===== config.mk =====
export PLATFORM = sky130hd
export DESIGN_NAME = hsie_core
export DESIGN_NICKNAME = d
export VERILOG_FILES = /design/src/hw/hsie_pkg.sv /design/src/hw/hsie_core.sv
export SDC_FILE = /design/constraint.sdc
export NUM_CORES = 1
export LEC_CHECK = 0
export BUFFER_PORTS_ARGS = -buffer_cell sky130_fd_sc_hd__buf_4
export CAP_MARGIN = 20
export CORE_ASPECT_RATIO = 1.4
export CORE_UTILIZATION = 54
export DETAILED_ROUTE_END_ITERATION = 10
export PLACE_DENSITY_LB_ADDON = 0.12
export SETUP_SLACK_MARGIN = 0.1
export SYNTH_ARGS = -nofsm -noshare
export SYNTH_HDL_FRONTEND = slang
export SYNTH_SLANG_ARGS = --single-unit

===== constraint.sdc =====
create_clock -name i_mclk -period 2 [get_ports i_mclk]
set_input_delay 0.4 -clock i_mclk [delete_from_list [all_inputs] [get_ports i_mclk]]
set_output_delay 0.4 -clock i_mclk [all_outputs]
set_load 0.01 [all_outputs]

===== src/hw/hsie_pkg.sv =====
// Package with register map, field layout, reset values and carrier types of the serial IRQ enable block.
package hsie_pkg;

  // Register bus widths.
  localparam int AW = 4;
  localparam int DW = 8;

  // Register offsets.
  localparam logic [AW-1:0] OFS_CTL   = 4'h0;
  localparam logic [AW-1:0] OFS_MODE  = 4'h1;
  localparam logic [AW-1:0] OFS_STAT  = 4'h2;
  localparam logic [AW-1:0] OFS_IST   = 4'h3;
  localparam logic [AW-1:0] OFS_IMASK = 4'h4;

  // Field positions in host_serial_irq_control_1.
  localparam int BIT_CH3_IRQ10 = 6;
  localparam int BIT_CH3_IRQ9  = 5;
  localparam int BIT_CH3_IRQ6  = 4;
  localparam int BIT_CH2_IRQ11 = 3;
  localparam logic [DW-1:0] CTL_CH3_MASK = 8'h70;
  localparam logic [DW-1:0] CTL_CH2_MASK = 8'h08;
  localparam logic [DW-1:0] CTL_IMPL     = 8'h78;
  localparam logic [DW-1:0] CTL_RST      = 8'h00;

  // Mode register field and status register fields.
  localparam int MODE_DIR_BIT = 0;
  localparam int STAT_OBF3    = 4;
  localparam int STAT_CH2_OUTPUT_FULL_FLAG    = 5;
  localparam int STAT_LRST    = 6;

  // Interrupt status layout: bits 3..0 request raised, bit 4 enable auto-cleared.
  localparam int IST_W      = 5;
  localparam int EV_AUTOCLR = 4;
  localparam logic [IST_W-1:0] IST_RST   = 5'h00;
  localparam logic [IST_W-1:0] IMASK_RST = 5'h00;

  // Register bus request carrier.
  typedef struct packed {
    logic [AW-1:0] addr;
    logic [DW-1:0] wdata;
    logic          wr;
    logic          rd;
  } hsie_bus_t;

  // Whole state of the block.
  typedef struct packed {
    logic [DW-1:0]    ctl;
    logic [DW-1:0]    arm;
    logic             dir;
    logic             obf3;
    logic             ch2_output_full_flag;
    logic [3:0]       req;
    logic [IST_W-1:0] ist;
    logic [IST_W-1:0] imask;
    logic [DW-1:0]    rdata;
    logic [2:0]       lclk_s;
    logic [1:0]       lrst_s;
    logic [1:0]       lsrst_s;
    logic             lsrst;
  } hsie_state_t;

  localparam hsie_state_t ST_RST = '0;

endpackage : hsie_pkg


===== src/hw/hsie_core.sv =====
// Enable logic for host serial IRQ requests that follow the channel 2 and channel 3 output full flags.
//
// Operation
// - Bit 6 enables host IRQ10 from channel 3 output full when not direct.
// - In direct mode bit 6 set raises host IRQ10 by itself.
// - Bit 6 clears on write 0, LPC reset, or channel 3 flag clear when not direct.
// - Writing 1 to bit 6 works only after it was read as 0.
// - Bit 5 enables host IRQ9 from channel 3 output full when not direct.
// - In direct mode bit 5 set raises host IRQ9 by itself.
// - Bit 5 clears on write 0, LPC reset, or channel 3 flag clear when not direct.
// - Writing 1 to bit 5 works only after it was read as 0.
// - Bit 4 enables host IRQ6 from channel 3 output full when not direct.
// - In direct mode bit 4 set raises host IRQ6 by itself.
// - Bit 4 clears on write 0, LPC reset, or channel 3 flag clear when not direct.
// - Writing 1 to bit 4 works only after it was read as 0.
// - Bit 3 enables host IRQ11 from channel 2 output full when not direct.
// - In direct mode bit 3 set raises host IRQ11 by itself.
// - Bit 3 clears on write 0, LPC reset, or channel 2 flag clear when not direct.
// - Writing 1 to bit 3 works only after it was read as 0.
//
// Chosen here: the address map and strobed register access.
`timescale 1ns/100ps

module hsie_core (
  input  wire logic              i_mclk,
  input  wire logic              i_nrst,
  input  wire hsie_pkg::hsie_bus_t i_bus,
  output logic [hsie_pkg::DW-1:0] o_rdata,
  input  wire logic              i_ch3_obf,
  input  wire logic              i_ch2_obf,
  input  wire logic              i_lclk,
  input  wire logic              i_lreset_n,
  input  wire logic              i_lsrst,
  output logic                   o_irq10_req,
  output logic                   o_irq9_req,
  output logic                   o_irq6_req,
  output logic                   o_irq11_req,
  output logic                   o_irq
);

  hsie_pkg::hsie_state_t st_r;
  hsie_pkg::hsie_state_t st_nxt;

  logic                   lclk_rise;
  logic                   lpc_rst;
  logic                   wr_ctl;
  logic                   rd_ctl;
  logic [hsie_pkg::DW-1:0] fall;
  logic [hsie_pkg::DW-1:0] hw_clr;
  logic [hsie_pkg::DW-1:0] wr_zero;
  logic [hsie_pkg::DW-1:0] wr_set;
  logic [hsie_pkg::DW-1:0] reqv;
  logic [hsie_pkg::IST_W-1:0] ev;
  logic [hsie_pkg::IST_W-1:0] w1c;

  // Spreads the two channel flags over the enable bits that follow them.
  function automatic logic [hsie_pkg::DW-1:0] flag_mask(input logic f3, input logic f2);
    flag_mask = (f3 ? hsie_pkg::CTL_CH3_MASK : 8'h00) | (f2 ? hsie_pkg::CTL_CH2_MASK : 8'h00);
  endfunction : flag_mask

  // Next-state logic of the whole block.
  always_comb begin
    st_nxt = st_r;
    // Link-side inputs pass two flops before use; the link clock edge is found on the synchronised copy.
    st_nxt.lclk_s  = {st_r.lclk_s[1:0], i_lclk};
    st_nxt.lrst_s  = {st_r.lrst_s[0], i_lreset_n};
    st_nxt.lsrst_s = {st_r.lsrst_s[0], i_lsrst};
    lclk_rise = st_r.lclk_s[1] && !st_r.lclk_s[2];
    if (lclk_rise) begin
      st_nxt.lsrst = st_r.lsrst_s[1];
    end
    lpc_rst = !st_r.lrst_s[1] || st_r.lsrst;

    // Flag history for edge detection.
    st_nxt.obf3 = i_ch3_obf;
    st_nxt.ch2_output_full_flag = i_ch2_obf;
    fall   = flag_mask(st_r.obf3 && !i_ch3_obf, st_r.ch2_output_full_flag && !i_ch2_obf);
    hw_clr = st_r.dir ? 8'h00 : fall;

    // Slave writes: a zero clears, a one sets only where the bit was read as 0.
    wr_ctl  = i_bus.wr && (i_bus.addr == hsie_pkg::OFS_CTL);
    rd_ctl  = i_bus.rd && (i_bus.addr == hsie_pkg::OFS_CTL);
    wr_zero = wr_ctl ? (~i_bus.wdata & hsie_pkg::CTL_IMPL) : 8'h00;
    wr_set  = wr_ctl ? (i_bus.wdata & st_r.arm & hsie_pkg::CTL_IMPL) : 8'h00;

    // A software set in the cycle of a flag clear wins.
    st_nxt.ctl = ((st_r.ctl & ~wr_zero & ~hw_clr) | wr_set) & hsie_pkg::CTL_IMPL;

    // Reading a bit as 0 arms it; any write to the register disarms all bits.
    if (rd_ctl) begin
      st_nxt.arm = st_r.arm | (~st_r.ctl & hsie_pkg::CTL_IMPL);
    end
    if (wr_ctl) begin
      st_nxt.arm = 8'h00;
    end

    // LPC hardware or software reset clears the enables and overrides a write.
    if (lpc_rst) begin
      st_nxt.ctl = hsie_pkg::CTL_RST;
      st_nxt.arm = 8'h00;
    end

    // Direct request mode selector.
    if (i_bus.wr && (i_bus.addr == hsie_pkg::OFS_MODE)) begin
      st_nxt.dir = i_bus.wdata[hsie_pkg::MODE_DIR_BIT];
    end

    // Host request levels: the enable alone in direct mode, else the enable and its flag.
    reqv = st_nxt.dir ? st_nxt.ctl : (st_nxt.ctl & flag_mask(st_nxt.obf3, st_nxt.ch2_output_full_flag));
    st_nxt.req = reqv[hsie_pkg::BIT_CH3_IRQ10:hsie_pkg::BIT_CH2_IRQ11];

    // Sticky events; a new event beats a write-one clear in the same cycle.
    ev = {(|(st_r.ctl & hw_clr & ~wr_set)) && !lpc_rst, st_nxt.req & ~st_r.req};
    w1c = (i_bus.wr && (i_bus.addr == hsie_pkg::OFS_IST)) ? i_bus.wdata[hsie_pkg::IST_W-1:0] : 5'h00;
    st_nxt.ist = (st_r.ist & ~w1c) | ev;
    if (i_bus.wr && (i_bus.addr == hsie_pkg::OFS_IMASK)) begin
      st_nxt.imask = i_bus.wdata[hsie_pkg::IST_W-1:0];
    end

    // Read data stands one cycle after the strobe; unmapped offsets and idle cycles read zero.
    st_nxt.rdata = 8'h00;
    if (i_bus.rd) begin
      case (i_bus.addr)
        hsie_pkg::OFS_CTL:   st_nxt.rdata = st_r.ctl;
        hsie_pkg::OFS_MODE:  st_nxt.rdata = {7'h00, st_r.dir};
        hsie_pkg::OFS_STAT:  st_nxt.rdata = {1'b0, lpc_rst, st_r.ch2_output_full_flag, st_r.obf3, st_r.req};
        hsie_pkg::OFS_IST:   st_nxt.rdata = {3'h0, st_r.ist};
        hsie_pkg::OFS_IMASK: st_nxt.rdata = {3'h0, st_r.imask};
        default:             st_nxt.rdata = 8'h00;
      endcase
    end
  end

  // State register with synchronous active-low reset.
  always_ff @(posedge i_mclk) begin
    if (!i_nrst) begin
      st_r <= hsie_pkg::ST_RST;
    end else begin
      st_r <= st_nxt;
    end
  end

  // Outputs come from the state register; o_irq is the OR of the unmasked status bits.
  assign o_rdata     = st_r.rdata;
  assign o_irq10_req = st_r.req[3];
  assign o_irq9_req  = st_r.req[2];
  assign o_irq6_req  = st_r.req[1];
  assign o_irq11_req = st_r.req[0];
  assign o_irq       = |(st_r.ist & st_r.imask);
endmodule : hsie_core


==> out/qor.csv <==
stage,metric,value,unit
run_status,status,"finished, final reports clean",
worst_hold_path,hold_start,i_lreset_n,
sta,final_hold_viol_count,0,
grt,grt_pass1_vias,1426,
synthesis,synth_cells,188,
clock_network,cts_max_level,2,
synthesis,synth_fa_ha_area_share,0,%
sta,finClkSkew,8.22,ps
final_layout,layout.nets,233,
routing,wl_per_cell,16.3,um
synthesis,ys_seq_area_share,44.0,%
pwr,power_density,746,nW/um^2
worst_setup_path,required,1600,ps
synthesis,syn_area,1820,sq um
worst_hold_path,holdPathEnd,st_nxt[4],
routing,detail-route-antenna-nets,0,
grt,grt_max_degree,24,
worst_setup_path,cp-end-kind,output port,
sta,relSlewSlack,59.6,%
final_layout,fin_util,67.9,%
synthesis,yosys_warnings,0,
die,initial_core_util,57.8,%
worst_setup_path,crit_arrival,1290,ps
routing,drtIter0Drc,51,
grt,met1_usage,27.9,%
placement,dp_hpwl,3130,um
routing,drt-total-wl,4120,um
worst_setup_path,timing.rr.end,st_r[24],
worst_hold_path,hold_depth,2,
final_layout,fillers,250,
pwr,ir_drop,0.635,mV
worst_setup_path,reg2reg_slack,480,ps
final_layout,syn2layout_area_growth,17.5,%
synthesis,synth_mux_area_share,3.30,%
placement,gp_congestion,0.844,
clock_network,cts_sinks,40,
worst_setup_path,crit_type,register to output port,
die,num_rows,24,
placement,portBuffers,31,
synthesis,syn-num-nets,209,
final_layout,drive_gt1_share,26.3,%
worst_setup_path,path_max_fanout,3,
die,dieArea,3610,sq um
final_layout,diodes,0,
grt,grt_pass1_wl,6730,um
die,dieWidth,51.1,um
grt,gr-usage-met2,44.4,%
sta,finalSetupTns,0,ps
grt,grt_antenna_before_repair,0,
sta,rsz0062_at_grt,no,
sta,tightest_slew,605,ps
grt,use_met3,6.88,%
clock_network,numCtsBuffers,5,
clock_network,clock-root-buffer,clkbuf_8,
run,drv_cap,0,
placement,place_area,2030,sq um
routing,drcViolationCount,0,
sta,finalCriticalPeriod,1690,ps
final_layout,fin_area,2140,sq um
sta,setup_violations,0,
clock_network,insertion_delay,300,ps
worst_setup_path,reg2regPathDepth,4,
grt,grt_remaining_overflow,0,
sta,fin_crit_sh,84.6,%
grt,track_usage,25.4,%
die,coreArea,3150,sq um
clock_network,cts_tree,done,
synthesis,synth_compound_area_share,22.0,%
sta,fmax,591,MHz
clock_network,clk_transition_reported_paths,80,ps
worst_setup_path,r2r-start,st_r[31],
grt,top_usage_layer,met2,
clock_network,post_cts_resized,0,
worst_setup_path,startpoint_type,register,
synthesis,synth-simple-area-share,22.5,%
routing,vias,1478,
sta,timing.hold.ws,308,ps
pwr,power.leakage,0.788,nW
synthesis,ys_ff_latch,40,
die,ioPinCount,34,
synthesis,synthDistinctLibCells,47,
synthesis,synth.avg_cell_area,9.69,sq um
clock_network,cts_buffer_depth,2,
sta,maxSlewViolCount,0,
routing,drtPass1Iterations,4,
synthesis,synth_xor_area_share,0,%
clock_network,cts_setup_buffers,0,
synthesis,synth_top_family_by_area,simple AND/OR/NAND/NOR gates,
clock_network,cts_hold_buf,0,
die,die_h,70.7,um
worst_hold_path,hold_path.class,input port to register,
routing,via_per_inst,5.87,
## worst max-delay path: stages (launching register included)
cell	delay, ps
dfxtp_1	340
a222oi_1	410
nand2_1	90
buf_4	160
## per-stage QoR
stage	power (mW)	std cells	setup slack, ps
3_5_place_dp	0.941	244	248
6_report	1.60	252	308
5_1_grt	1.65	252	273
3_3_place_gp	0.939	244	292
4_1_cts	1.61	252	285
2_1_floorplan	0.893	188	391
## logic make-up (layout without fill, tap and decap cells)
logic type      after synthesis  after routing
buf+inv                      26             51
flops                        40             40
mux                           6              6
simple gates                 69             69
compound gates               46             46
other cells                   1              1
## registers in the layout (all words and copies together), names as in the netlist
register and count:
st_nxt 4, o_irq10_req 1, o_rdata 7, o_irq11_req 1, o_irq9_req 1, st_r 25, o_irq6_req 1
## per-layer routing
metal	wire, um	up-vias
met4	103	0
met2	2140	54
met5	0	-
li1	-	715
met3	212	11
met1	1660	698
## cells in the mapped netlist (all sizes together)
library cell / n / area [sq um]
a22oi: 4 / 30.0
nand2: 12 / 45.0
inv: 9 / 33.8
a32oi: 1 / 8.76
nor3b: 2 / 26.3
conb: 1 / 3.75
o21a: 4 / 30.0
o32ai: 1 / 16.3
a211oi: 1 / 7.51
or3: 2 / 12.5
o21ai: 5 / 25.0
a221oi: 1 / 8.76
nand3: 1 / 17.5
a22o: 2 / 17.5
a222oi: 3 / 30.0
nand3b: 3 / 22.5
nor2b: 10 / 62.6
nand4: 2 / 12.5
nor4b: 1 / 15.0
a311oi: 2 / 30.0
nor2: 18 / 67.6
a21boi: 1 / 7.51
and4: 1 / 8.76
or3b: 3 / 26.3
a21bo: 1 / 10.0
a21oi: 5 / 25.0
and3b: 1 / 8.76
a2111oi: 1 / 15.0
mux2i: 6 / 60.1
a21o: 3 / 22.5
clkbuf: 4 / 15.0
nor3: 2 / 10.0
nor4: 1 / 12.5
a41oi: 2 / 17.5
buf: 13 / 97.6
dfxtp: 40 / 801
a31o: 2 / 26.3
o31ai: 3 / 32.5
and2: 10 / 62.6
a32o: 4 / 40.0
## how the worst max path moves through the flow
stage          startpoint       end  slack, ps
3_3_place_gp    i_bus[13]  st_r[25]        290
5_1_grt          st_r[25]     o_irq        270
4_1_cts          st_r[25]     o_irq        280
3_5_place_dp    i_bus[13]  st_r[22]        250
2_1_floorplan   i_bus[13]  st_r[25]        390
6_report         st_r[20]     o_irq        310
## cells in the final DEF (no fill, tap or decap), types with 2 or more instances in the layout
master,instances
a21o_1,3
a21oi_1,5
a222oi_1,3
a22o_1,2
a22oi_1,4
a311oi_2,2
a32o_1,4
a41oi_1,2
and2_1,10
buf_4,33
clkbuf_8,5
dfxtp_1,40
inv_1,9
mux2i_1,6
nand2_1,12
nand3b_1,3
nand4_1,2
nor2_1,18
nor2b_1,10
nor3_1,2
o21a_1,4
o21ai_0,3
o21ai_1,2
o31ai_2,2
or3_1,2
or3b_1,2
## report_power, final
part / internal [mW] / switching [mW] / leakage [nW]
clock: 0.376 / 0.296 / 0.0548
sequential: 0.806 / 0.00494 / 0.324
combinational: 0.0519 / 0.0615 / 0.409
## final cells by class
cell class                      count  area, sq um  area share (%)
Multi-Input combinational cell    122          875            40.9
Timing Repair Buffer               34          268            12.5
Clock inverter                      3         46.3            2.16
Clock buffer                        5         68.8            3.21
Tap cell                           39         48.8            2.28
Inverter                            9         33.8            1.58
Sequential cell                    40          801            37.4
(Power assumes the default switching activity.)
